**config.mk**
```make
export PLATFORM = sky130hd
export DESIGN_NAME = tlie_exec
export DESIGN_NICKNAME = d
export VERILOG_FILES = /design/src/rtl/tlie_pkg.sv /design/src/rtl/tlie_exec.sv
export SDC_FILE = /design/constraint.sdc
export NUM_CORES = 1
export LEC_CHECK = 0
export BUFFER_PORTS_ARGS = -buffer_cell sky130_fd_sc_hd__clkbuf_2
export CAP_MARGIN = 20
export CORE_MARGIN = 5
export CORE_UTILIZATION = 46
export CTS_CLUSTER_DIAMETER = 80
export DETAILED_ROUTE_END_ITERATION = 12
export GPL_ROUTABILITY_DRIVEN = 1
export MAX_ROUTING_LAYER = met4
export PLACE_DENSITY = 0.81
export SLEW_MARGIN = 5
export SYNTH_ARGS = -nofsm -noshare
export SYNTH_HDL_FRONTEND = slang
export SYNTH_SLANG_ARGS = --single-unit
```
**constraint.sdc**
```tcl
create_clock -name I_SYS_CLK -period 2.55 [get_ports I_SYS_CLK]
set_input_delay 0 -clock I_SYS_CLK [delete_from_list [all_inputs] [get_ports I_SYS_CLK]]
set_output_delay 0 -clock I_SYS_CLK [all_outputs]
set_load 0.1 [all_outputs]
```
**src/rtl/tlie_pkg.sv**
```systemverilog
// tlie_pkg: constants for the timer and logic instruction execute block.
// assumes 10-bit instruction words and a combinational register file and program memory.
package tlie_pkg;

	// ------------------------------------------------------------
	// widths
	// ------------------------------------------------------------
	localparam int ROM_PAGE_BITS = 3;                  // page bits used of rom_page_ctrl
	localparam int ROM_ADDR_W    = ROM_PAGE_BITS + 8;  // page bits above the base pair

	// ------------------------------------------------------------
	// fixed opcodes, 10-bit internal form
	// ------------------------------------------------------------
	localparam logic [9:0] OP_RD_TIMER_LO  = 10'h3FF;
	localparam logic [9:0] OP_RD_TIMER_HI  = 10'h3DF;
	localparam logic [9:0] OP_RD_MOD_A_LO  = 10'h3F6;
	localparam logic [9:0] OP_RD_MOD_A_HI  = 10'h3D6;
	localparam logic [9:0] OP_RD_MOD_B_LO  = 10'h3F7;
	localparam logic [9:0] OP_RD_MOD_B_HI  = 10'h3D7;
	localparam logic [9:0] OP_WR_TIMER_LO  = 10'h0BF;
	localparam logic [9:0] OP_WR_TIMER_HI  = 10'h29F;
	localparam logic [9:0] OP_WR_MOD_A_LO  = 10'h0B6;
	localparam logic [9:0] OP_WR_MOD_A_HI  = 10'h096;
	localparam logic [9:0] OP_WR_MOD_B_LO  = 10'h0B7;
	localparam logic [9:0] OP_WR_MOD_B_HI  = 10'h097;
	localparam logic [9:0] OP_LD_TIMER_IMM = 10'h0DF;
	localparam logic [9:0] OP_LD_MOD_A_IMM = 10'h0D6;
	localparam logic [9:0] OP_LD_MOD_B_IMM = 10'h0D7;
	localparam logic [9:0] OP_LD_TIMER_TBL = 10'h0FF;
	localparam logic [9:0] OP_LD_MOD_A_TBL = 10'h0F6;
	localparam logic [9:0] OP_LD_MOD_B_TBL = 10'h0F7;
	localparam logic [9:0] OP_STANDBY      = 10'h051;
	localparam logic [9:0] OP_STAT_IMM     = 10'h071;
	localparam logic [9:0] OP_STAT_REG     = 10'h060;  // low nibble is the register index
	localparam logic [9:0] OP_ALL_ONES     = 10'h353;
	localparam logic [9:0] OP_NOP          = 10'h000;

	// ------------------------------------------------------------
	// logic-op groups: bits 9..6 select the operation
	// ------------------------------------------------------------
	localparam logic [3:0] GRP_AND = 4'hD;
	localparam logic [3:0] GRP_OR  = 4'hE;
	localparam logic [3:0] GRP_XOR = 4'hA;
	localparam logic [4:0] SUB_ROM = 5'h10;            // bits 4..0 of the memory form
	localparam logic [4:0] SUB_IMM = 5'h11;            // bits 4..0 of the immediate form
	localparam logic [3:0] ALL_ONES = 4'hF;

	// ------------------------------------------------------------
	// software port map
	// ------------------------------------------------------------
	localparam logic [3:0] ADDR_CTRL  = 4'h0;
	localparam logic [3:0] ADDR_ACC   = 4'h1;
	localparam logic [3:0] ADDR_FLAGS = 4'h2;
	localparam logic [3:0] ADDR_TIMER = 4'h3;
	localparam logic [3:0] ADDR_MOD_A = 4'h4;
	localparam logic [3:0] ADDR_MOD_B = 4'h5;
	localparam logic [1:0] CTRL_RESET = 2'h1;          // execute enabled, exact status match
	localparam int         CTRL_EXEC_BIT = 0;
	localparam int         CTRL_ANY_BIT  = 1;

	// ------------------------------------------------------------
	// reset values
	// ------------------------------------------------------------
	localparam logic [3:0] ACC_RESET = 4'h0;
	localparam logic [9:0] T10_RESET = 10'h000;

	typedef enum {EX_IDLE, EX_STANDBY} tlie_mode_t;

endpackage

```
**src/rtl/tlie_exec.sv**
```systemverilog
// tlie_exec: executes the timer transfer, misc and logic instructions of a 4-bit core.
// assumes one instruction per cycle with its second word beside it, a register file and
// program memory that answer combinationally in the same cycle, and a status input from pins.
// ------------------------------------------------------------
// ------------------------------------------------------------
//
// Decided for this implementation: the strobed register port and the placing of the registers.
`timescale 1ns/10ps

module tlie_exec
	import tlie_pkg::*;
(
	// clock and reset
	input  wire logic                  I_SYS_CLK,
	input  wire logic                  I_RESET,
	// instruction issue
	input  wire logic                  I_INSTR_VALID,
	input  wire logic [9:0]            I_INSTR_WORD,
	input  wire logic [9:0]            I_SECOND_WORD,
	// register file read
	output logic      [4:0]            O_REG_RADDR,
	input  wire logic [3:0]            I_REG_RDATA,
	// program memory table read
	input  wire logic [3:0]            I_ROM_PAGE_CTRL,
	input  wire logic [7:0]            I_TABLE_BASE_PAIR,
	output logic      [ROM_ADDR_W-1:0] O_ROM_ADDR,
	input  wire logic [9:0]            I_ROM_DATA,
	// external status and wake
	input  wire logic [3:0]            I_STATUS,
	input  wire logic                  I_WAKEUP,
	// software port
	input  wire logic [3:0]            I_SW_ADDR,
	input  wire logic [15:0]           I_SW_WDATA,
	input  wire logic                  I_SW_WR,
	input  wire logic                  I_SW_RD,
	output logic      [15:0]           O_SW_RDATA,
	// core state
	output logic      [3:0]            O_ACC,
	output logic                       O_CARRY,
	output logic                       O_STATUS_FLAG,
	output logic      [9:0]            O_TIMER,
	output logic      [9:0]            O_MOD_A,
	output logic      [9:0]            O_MOD_B,
	// sequencing
	output logic                       O_DONE,
	output logic      [1:0]            O_PC_STEP,
	output logic                       O_UNKNOWN,
	output logic                       O_STANDBY,
	output logic      [3:0]            O_STANDBY_COND
);

	// ------------------------------------------------------------
	// state
	// ------------------------------------------------------------
	logic [3:0]  acc;
	logic        carry_flag;
	logic        status_flag;
	logic [9:0]  timer;
	logic [9:0]  mod_reg_a;
	logic [9:0]  mod_reg_b;
	logic [1:0]  ctrl;
	tlie_mode_t  mode;
	logic [3:0]  standby_cond;
	logic [2:0]  status_sync [0:3];
	logic [3:0]  status_clean;

	// ------------------------------------------------------------
	// decode
	// ------------------------------------------------------------
	logic        fire;
	logic [3:0]  grp;
	logic        is_logic;
	logic        is_reg_form;
	logic        is_rom_form;
	logic        is_imm_form;
	logic [3:0]  rom_nib;
	logic [3:0]  operand;
	logic        operand_b3;
	logic [3:0]  next_acc;
	logic        next_carry;
	logic        acc_we;
	logic        carry_we;
	logic        known;
	logic        two_word;
	logic        stat_match;
	logic [3:0]  stat_operand;

	// standby halts issue; software can also gate execution off
	assign fire        = I_INSTR_VALID && ctrl[CTRL_EXEC_BIT] && (mode == EX_IDLE);
	assign grp         = I_INSTR_WORD[9:6];
	assign is_logic    = (grp == GRP_AND) || (grp == GRP_OR) || (grp == GRP_XOR);
	assign is_reg_form = is_logic && !I_INSTR_WORD[4];
	assign is_rom_form = is_logic && (I_INSTR_WORD[4:0] == SUB_ROM);
	assign is_imm_form = is_logic && I_INSTR_WORD[5] && (I_INSTR_WORD[4:0] == SUB_IMM);

	// bank 0 is coded with R4 set; index straight from the low bits
	assign O_REG_RADDR = {~I_INSTR_WORD[5], I_INSTR_WORD[3:0]};

	// page bits sit above the eight base-pair bits
	assign O_ROM_ADDR = {I_ROM_PAGE_CTRL[ROM_PAGE_BITS-1:0], I_TABLE_BASE_PAIR};

	// ------------------------------------------------------------
	// status input synchroniser, three stages per bit
	// ------------------------------------------------------------
	genvar gi;
	generate
		for (gi = 0; gi < 4; gi++) begin : g_stat
			always_ff @(posedge I_SYS_CLK) begin
				if (I_RESET) begin
					status_sync[gi]  <= 3'h0;
					status_clean[gi] <= 1'b0;
				end else begin
					status_sync[gi] <= {status_sync[gi][1:0], I_STATUS[gi]};
					// only a level that stage two and three agree on is taken
					if (status_sync[gi][1] == status_sync[gi][2]) begin
						status_clean[gi] <= status_sync[gi][2];
					end
				end
			end
		end
	endgenerate

	// ------------------------------------------------------------
	// logic operand and result
	// ------------------------------------------------------------
	always_comb begin
		// memory form: bit5 clear picks b7..b4, set picks b3..b0; b9 and b8 never reach acc
		rom_nib    = I_INSTR_WORD[5] ? I_ROM_DATA[3:0] : I_ROM_DATA[7:4];
		operand    = I_REG_RDATA;
		if (is_rom_form) begin
			operand = rom_nib;
		end else if (is_imm_form) begin
			operand = I_SECOND_WORD[3:0];
		end
		operand_b3 = operand[3];
	end

	// status test compare, exact or any-common-bit as software chooses
	assign stat_operand = (I_INSTR_WORD == OP_STAT_IMM) ? I_SECOND_WORD[3:0] : I_REG_RDATA;
	assign stat_match   = ctrl[CTRL_ANY_BIT] ? ((status_clean & stat_operand) != 4'h0)
	                                         : (status_clean == stat_operand);

	// ------------------------------------------------------------
	// main execute decode
	// ------------------------------------------------------------
	always_comb begin
		next_acc   = acc;
		next_carry = carry_flag;
		acc_we     = 1'b0;
		carry_we   = 1'b0;
		known      = 1'b1;
		two_word   = 1'b0;
		if (is_logic && (is_reg_form || is_rom_form || is_imm_form)) begin
			acc_we   = 1'b1;
			carry_we = 1'b1;
			two_word = is_imm_form;
			case (grp)
				GRP_AND: begin
					next_acc   = acc & operand;
					next_carry = acc[3] & operand_b3;
				end
				GRP_OR: begin
					next_acc   = acc | operand;
					next_carry = 1'b0;
				end
				GRP_XOR: begin
					next_acc   = acc ^ operand;
					next_carry = acc[3] & operand_b3;
				end
				default: known = 1'b0;
			endcase
			// only the register form of xor is handled here
			if ((grp == GRP_XOR) && !is_reg_form) begin
				acc_we   = 1'b0;
				carry_we = 1'b0;
				known    = 1'b0;
			end
		end else begin
			case (I_INSTR_WORD)
				OP_RD_TIMER_LO, OP_RD_TIMER_HI, OP_RD_MOD_A_LO, OP_RD_MOD_A_HI,
				OP_RD_MOD_B_LO, OP_RD_MOD_B_HI: begin
					case (I_INSTR_WORD)
						OP_RD_TIMER_LO: next_acc = timer[3:0];
						OP_RD_TIMER_HI: next_acc = timer[7:4];
						OP_RD_MOD_A_LO: next_acc = mod_reg_a[3:0];
						OP_RD_MOD_A_HI: next_acc = mod_reg_a[7:4];
						OP_RD_MOD_B_LO: next_acc = mod_reg_b[3:0];
						default:        next_acc = mod_reg_b[7:4];
					endcase
					acc_we     = 1'b1;
					carry_we   = 1'b1;
					next_carry = 1'b0;
				end
				OP_WR_MOD_A_LO, OP_WR_MOD_A_HI, OP_WR_MOD_B_LO, OP_WR_MOD_B_HI: begin
					carry_we   = 1'b1;
					next_carry = 1'b0;
				end
				OP_WR_TIMER_LO, OP_WR_TIMER_HI, OP_LD_TIMER_TBL, OP_LD_MOD_A_TBL,
				OP_LD_MOD_B_TBL, OP_NOP: known = 1'b1;
				OP_LD_TIMER_IMM, OP_LD_MOD_A_IMM, OP_LD_MOD_B_IMM, OP_STANDBY, OP_STAT_IMM: begin
					two_word = 1'b1;
				end
				OP_ALL_ONES: begin
					carry_we   = 1'b1;
					next_carry = (acc == ALL_ONES);
				end
				default: begin
					// bank-0 status test carries its register index in the low nibble
					known = (I_INSTR_WORD[9:4] == OP_STAT_REG[9:4]);
				end
			endcase
		end
	end

	// ------------------------------------------------------------
	// accumulator and carry; software writes lose to an executing instruction that writes that register
	// ------------------------------------------------------------
	always_ff @(posedge I_SYS_CLK) begin
		if (I_RESET) begin
			acc <= ACC_RESET;
		end else if (fire && acc_we) begin
			acc <= next_acc;
		end else if (I_SW_WR && (I_SW_ADDR == ADDR_ACC)) begin
			acc <= I_SW_WDATA[3:0];
		end
	end

	always_ff @(posedge I_SYS_CLK) begin
		if (I_RESET) begin
			carry_flag <= 1'b0;
		end else if (fire && carry_we) begin
			carry_flag <= next_carry;
		end else if (I_SW_WR && (I_SW_ADDR == ADDR_FLAGS)) begin
			carry_flag <= I_SW_WDATA[0];
		end
	end

	// status flag follows every status test
	always_ff @(posedge I_SYS_CLK) begin
		if (I_RESET) begin
			status_flag <= 1'b0;
		end else if (fire && ((I_INSTR_WORD == OP_STAT_IMM)
		             || (I_INSTR_WORD[9:4] == OP_STAT_REG[9:4]))) begin
			status_flag <= stat_match;
		end else if (I_SW_WR && (I_SW_ADDR == ADDR_FLAGS)) begin
			status_flag <= I_SW_WDATA[1];
		end
	end

	// ------------------------------------------------------------
	// timer and modulation registers; bits 9..8 kept on nibble writes
	// ------------------------------------------------------------
	always_ff @(posedge I_SYS_CLK) begin
		if (I_RESET) begin
			timer <= T10_RESET;
		end else if (fire) begin
			case (I_INSTR_WORD)
				OP_WR_TIMER_LO:  timer[3:0] <= acc;
				OP_WR_TIMER_HI:  timer[7:4] <= acc;
				OP_LD_TIMER_IMM: timer      <= I_SECOND_WORD;
				OP_LD_TIMER_TBL: timer      <= I_ROM_DATA;
				default:         timer      <= timer;
			endcase
		end
	end

	always_ff @(posedge I_SYS_CLK) begin
		if (I_RESET) begin
			mod_reg_a <= T10_RESET;
		end else if (fire) begin
			case (I_INSTR_WORD)
				OP_WR_MOD_A_LO:  mod_reg_a[3:0] <= acc;
				OP_WR_MOD_A_HI:  mod_reg_a[7:4] <= acc;
				OP_LD_MOD_A_IMM: mod_reg_a      <= I_SECOND_WORD;
				OP_LD_MOD_A_TBL: mod_reg_a      <= I_ROM_DATA;
				default:         mod_reg_a      <= mod_reg_a;
			endcase
		end
	end

	always_ff @(posedge I_SYS_CLK) begin
		if (I_RESET) begin
			mod_reg_b <= T10_RESET;
		end else if (fire) begin
			case (I_INSTR_WORD)
				OP_WR_MOD_B_LO:  mod_reg_b[3:0] <= acc;
				OP_WR_MOD_B_HI:  mod_reg_b[7:4] <= acc;
				OP_LD_MOD_B_IMM: mod_reg_b      <= I_SECOND_WORD;
				OP_LD_MOD_B_TBL: mod_reg_b      <= I_ROM_DATA;
				default:         mod_reg_b      <= mod_reg_b;
			endcase
		end
	end

	// ------------------------------------------------------------
	// standby mode: left on the wake input
	// ------------------------------------------------------------
	always_ff @(posedge I_SYS_CLK) begin
		if (I_RESET) begin
			mode         <= EX_IDLE;
			standby_cond <= 4'h0;
		end else begin
			case (mode)
				EX_IDLE: begin
					if (fire && (I_INSTR_WORD == OP_STANDBY)) begin
						mode         <= EX_STANDBY;
						standby_cond <= I_SECOND_WORD[3:0];
					end
				end
				EX_STANDBY: begin
					if (I_WAKEUP) begin
						mode <= EX_IDLE;
					end
				end
				default: mode <= EX_IDLE;
			endcase
		end
	end

	// ------------------------------------------------------------
	// completion, one cycle per instruction
	// ------------------------------------------------------------
	always_ff @(posedge I_SYS_CLK) begin
		if (I_RESET) begin
			O_DONE    <= 1'b0;
			O_PC_STEP <= 2'h0;
			O_UNKNOWN <= 1'b0;
		end else begin
			O_DONE    <= fire && known;
			O_UNKNOWN <= fire && !known;
			// nop touches nothing else and steps by one
			O_PC_STEP <= (fire && known) ? (two_word ? 2'h2 : 2'h1) : 2'h0;
		end
	end

	// ------------------------------------------------------------
	// software port: control and state readback, one cycle latency
	// ------------------------------------------------------------
	always_ff @(posedge I_SYS_CLK) begin
		if (I_RESET) begin
			ctrl <= CTRL_RESET;
		end else if (I_SW_WR && (I_SW_ADDR == ADDR_CTRL)) begin
			ctrl <= I_SW_WDATA[1:0];
		end
	end

	always_ff @(posedge I_SYS_CLK) begin
		if (I_RESET) begin
			O_SW_RDATA <= 16'h0000;
		end else if (I_SW_RD) begin
			case (I_SW_ADDR)
				ADDR_CTRL:  O_SW_RDATA <= {14'h0000, ctrl};
				ADDR_ACC:   O_SW_RDATA <= {12'h000, acc};
				ADDR_FLAGS: O_SW_RDATA <= {13'h0000, (mode == EX_STANDBY), status_flag, carry_flag};
				ADDR_TIMER: O_SW_RDATA <= {6'h00, timer};
				ADDR_MOD_A: O_SW_RDATA <= {6'h00, mod_reg_a};
				ADDR_MOD_B: O_SW_RDATA <= {6'h00, mod_reg_b};
				default:    O_SW_RDATA <= 16'h0000;
			endcase
		end else begin
			O_SW_RDATA <= 16'h0000;
		end
	end

	// ------------------------------------------------------------
	// state outputs
	// ------------------------------------------------------------
	assign O_ACC          = acc;
	assign O_CARRY        = carry_flag;
	assign O_STATUS_FLAG  = status_flag;
	assign O_TIMER        = timer;
	assign O_MOD_A        = mod_reg_a;
	assign O_MOD_B        = mod_reg_b;
	assign O_STANDBY      = (mode == EX_STANDBY);
	assign O_STANDBY_COND = standby_cond;

endmodule // tlie_exec

```
==> results.toml <==
[outcome]
status = "finished, final reports clean"

[global_route]
grt_first_pass_wirelength_um = 24430
grt_start_max_net_pins = 30
grt_util_all_layers_pct = 27.27
grt-ovfl-total = 0
number_of_global_route_vias_before_repair = 4629
grt_antenna_before_repair = 0

[sta]
fin_crit_ns = 2.392
timing_hold_violations_final = 0
totalNegativeSetupSlack_ns = 0
max_freq_mhz = 418.0
holdWs_ns = 0.00004390
setup-violations-final = 0
timing_max_transition_violations_final = 0
final.period_utilization_pct = 93.81
tightest_slew_ns = 0.7132
worst_slew_margin_rel_pct = 52.45
grt_setup_unrepaired = "false"
worst_clock_skew_ns = 0.02006

[placement]
placed_cell_area_um2 = 5284
port_buffers = 111
placed_cells = 763
place_hpwl_um = 12520
routabilityCongestion = 1.022

[power]
internal_power_contribution_mw = 1.764
switching_power_as_a_share_of_total_power_pct = 32.62
netsw_mw = 0.8541
clock_power_share_pct = 36.9
ir_worst_vdd_mv = 0.4083
p_leak_nw = 2.287
p_seq_share_pct = 44.5
pwr-share-comb_pct = 18.6
p_per_area_nw_per_um2 = 467.7

[routing]
first_pass_iters = 5
wl_um = 16120
drc = 0
antenna_violating_nets_post_route = 0
via_per_inst = 6.090
route.detailed.wl_per_inst_um = 20.40
drt_iter0_drc = 432
vias = 4811

[logic_synthesis]
synthesis.area_per_instance_um2 = 8.632
synth_top_cells_by_area = "sky130_fd_sc_hd__dfxtp_1 (32%), sky130_fd_sc_hd__mux2i_1 (7.2%), sky130_fd_sc_hd__a211oi_1 (4.9%)"
synth_largest_area_cell = "sky130_fd_sc_hd__dfxtp_1"
mappedNetlistArea_um2 = 4609
synth.top_cell.area_share_pct = 31.70
post_synth_num_cell_types = 70
post_synthesis_instance_total = 534
synth.yosys.seq_area_share_pct = 31.70
synth_ff_type = "sky130_fd_sc_hd__dfxtp_1"
synth_edf_count = 0
postSynthRegisterBits = 73
ys_async_sr_fraction_pct = 0
synth.yosys.warnings = 0

[clocking]
tritoncts = "done"
clk_pin_slew_ns = 0.08
clock_latency_ns = 0.37
clk_root_buffer_cell = "sky130_fd_sc_hd__clkbuf_8"
cts.sink_count = 73
cts_made_buffers = 9
cts-htree-levels = 3
cts_setup_buffers = 0
clockBufferDepth = 2

[hold_path]
worst_hold_startpoint = "I_TABLE_BASE_PAIR[6]"
timing.hold.worst.class = "in -> out"

[setup_path]
arrival_ns = 2.69
path_delay_family = "simple AND/OR/NAND/NOR gates"
worstPathMaxFanout = 4
critical-path-max-stage-delay_ns = 0.69
slowest_cell_on_crit_path = "sky130_fd_sc_hd__or4b_2"
timing.critical_path.buf_inv = 2
critical_path.endpoint_type = "flip-flop"
critPathRequiredTime_ns = 2.85
worstSetupStartpoint = "I_INSTR_WORD[7]"
criticalPathCategory = "in -> reg"
worstPathCellList = "clkbuf_2, or4b_2, nor3_1, buf_4, nand2_1, mux2_2, ha_1, or4_1, o21ai_0, mux2i_1, nor2_1"
rr_startpoint = "O_ACC[1]"
worstSetupStartpointType = "input pin"

[finish]
stdcell_count = 790
number_of_nets_in_the_layout = 740
layout.core_utilization_pct = 57.27
area_growth_pct = 21.44
antenna-diode-count = 0
fillerInstances = 900
drive_gt1_share_pct = 29.98
finish.instance_area_um2 = 5598
final_common_cell = "sky130_fd_sc_hd__clkbuf_2"
layout.cells.most_common_list = "sky130_fd_sc_hd__clkbuf_2 (111), sky130_fd_sc_hd__dfxtp_1 (73), sky130_fd_sc_hd__nor2_1 (58)"

[die]
die_width_um = 110.1
floorplan.initialDensity_pct = 47.16
placementRows = 36
dieArea_um2 = 12120
fp.coreArea_um2 = 9774
die_h_um = 110.1
pin_count = 153

[run]
max-cap-violations = 0
==> power by group through the flow <==
| stage | clock network [mW] | logic (mW) | registers [mW] |
|---|---|---|---|
| global route | 1.03 | 0.512 | 1.17 |
| CTS | 0.977 | 0.476 | 1.16 |
| finish | 0.967 | 0.486 | 1.16 |
| floorplan | 0 | 0.354 | 1.24 |
| detailed placement | 0 | 0.461 | 1.19 |
| global placement | 0 | 0.455 | 1.19 |
==> flip-flops by register name, indices dropped and copies added (netlist names), 2 cells and up <==
register	count
O_SW_RDATA	10
O_TIMER	10
ctrl	2
O_PC_STEP	2
O_MOD_A	10
status_clean	4
O_MOD_B	10
status_sync	12
O_ACC	4
O_STANDBY_COND	4
==> synthesized netlist by cell type, types with 13 or more instances <==
master                     number
sky130_fd_sc_hd__mux2i_1       33
sky130_fd_sc_hd__nand3_1       14
sky130_fd_sc_hd__a22oi_1       17
sky130_fd_sc_hd__a211oi_1      30
sky130_fd_sc_hd__buf_4         26
sky130_fd_sc_hd__clkbuf_1      19
sky130_fd_sc_hd__nor2_1        58
sky130_fd_sc_hd__a221oi_1      17
sky130_fd_sc_hd__a21oi_1       15
sky130_fd_sc_hd__o21ai_0       13
sky130_fd_sc_hd__nand2_1       30
sky130_fd_sc_hd__dfxtp_1       73
sky130_fd_sc_hd__nor2b_1       16
==> stage by stage <==
| stage | power [mW] | setup WS [ns] |
|---|---|---|
| 2_1_floorplan | 1.595 | 0.03096 |
| 3_3_place_gp | 1.646 | -0.07890 |
| 3_5_place_dp | 1.653 | -0.1480 |
| 4_1_cts | 2.617 | 0.1897 |
| 5_1_grt | 2.707 | 0.003171 |
| 6_report | 2.618 | 0.1577 |
==> final timing paths <==
path,endpoint,slack (ns),cells after the start
setup reg to reg,O_ACC[1],0.72,7
setup / recovery,O_STATUS_FLAG,0.16,11
hold reg to reg,status_sync[1][1],0.45,1
hold / removal,O_ROM_ADDR[6],0.00004,0
==> final cells by class <==
| class | instances | area [µm²] | share of cell area, % |
|---|---|---|---|
| Multi-Input combinational cell | 400 | 2796 | 49.96 |
| Sequential cell | 73 | 1461 | 26.11 |
| Timing Repair Buffer | 157 | 928.4 | 16.58 |
| Tap cell | 133 | 166.4 | 2.973 |
| Clock buffer | 9 | 123.9 | 2.213 |
| Clock inverter | 7 | 80.08 | 1.430 |
| Inverter | 11 | 41.29 | 0.7376 |
==> worst reg2reg max path, delay by kind of cell (launching register included) <==
| kind | cells | cell delay, ns |
|---|---|---|
| adder cells (fa/ha/maj) | 1 | 0.32 |
| AO/OA/AOI/OAI | 4 | 0.72 |
| AND/OR/NAND/NOR | 1 | 0.04 |
| flip-flops | 1 | 0.48 |
| buffers and inverters | 1 | 0.19 |
==> per-layer routing <==
layer	track usage, %	share of wire (%)	vias to the layer above
met1	34.47	41	2271
met4	13.02	3.7	0
met2	41.42	46	262
met3	5.999	8.9	53
li1	-	-	2225
met5	-	0	-
==> kinds of logic (layout without fill, tap and decap cells) <==
group	count (synthesis)	in the layout	share of synthesized area [%]
compound gates	145	145	24.57
fa+ha+maj	12	12	3.257
buf+inv	66	184	8.035
flops	73	73	31.70
mux	41	41	9.121
other cells	1	6	0.08136
simple gates	196	196	23.24
==> timing repair <==
item | CTS | global route
hold buffers | 11 | 0
endpoints found under the hold margin | 11 | 0
resized for setup | 0 | 0
endpoints found under the setup margin | 0 | 1
No activity file was read; power rests on OpenSTA's default activity.
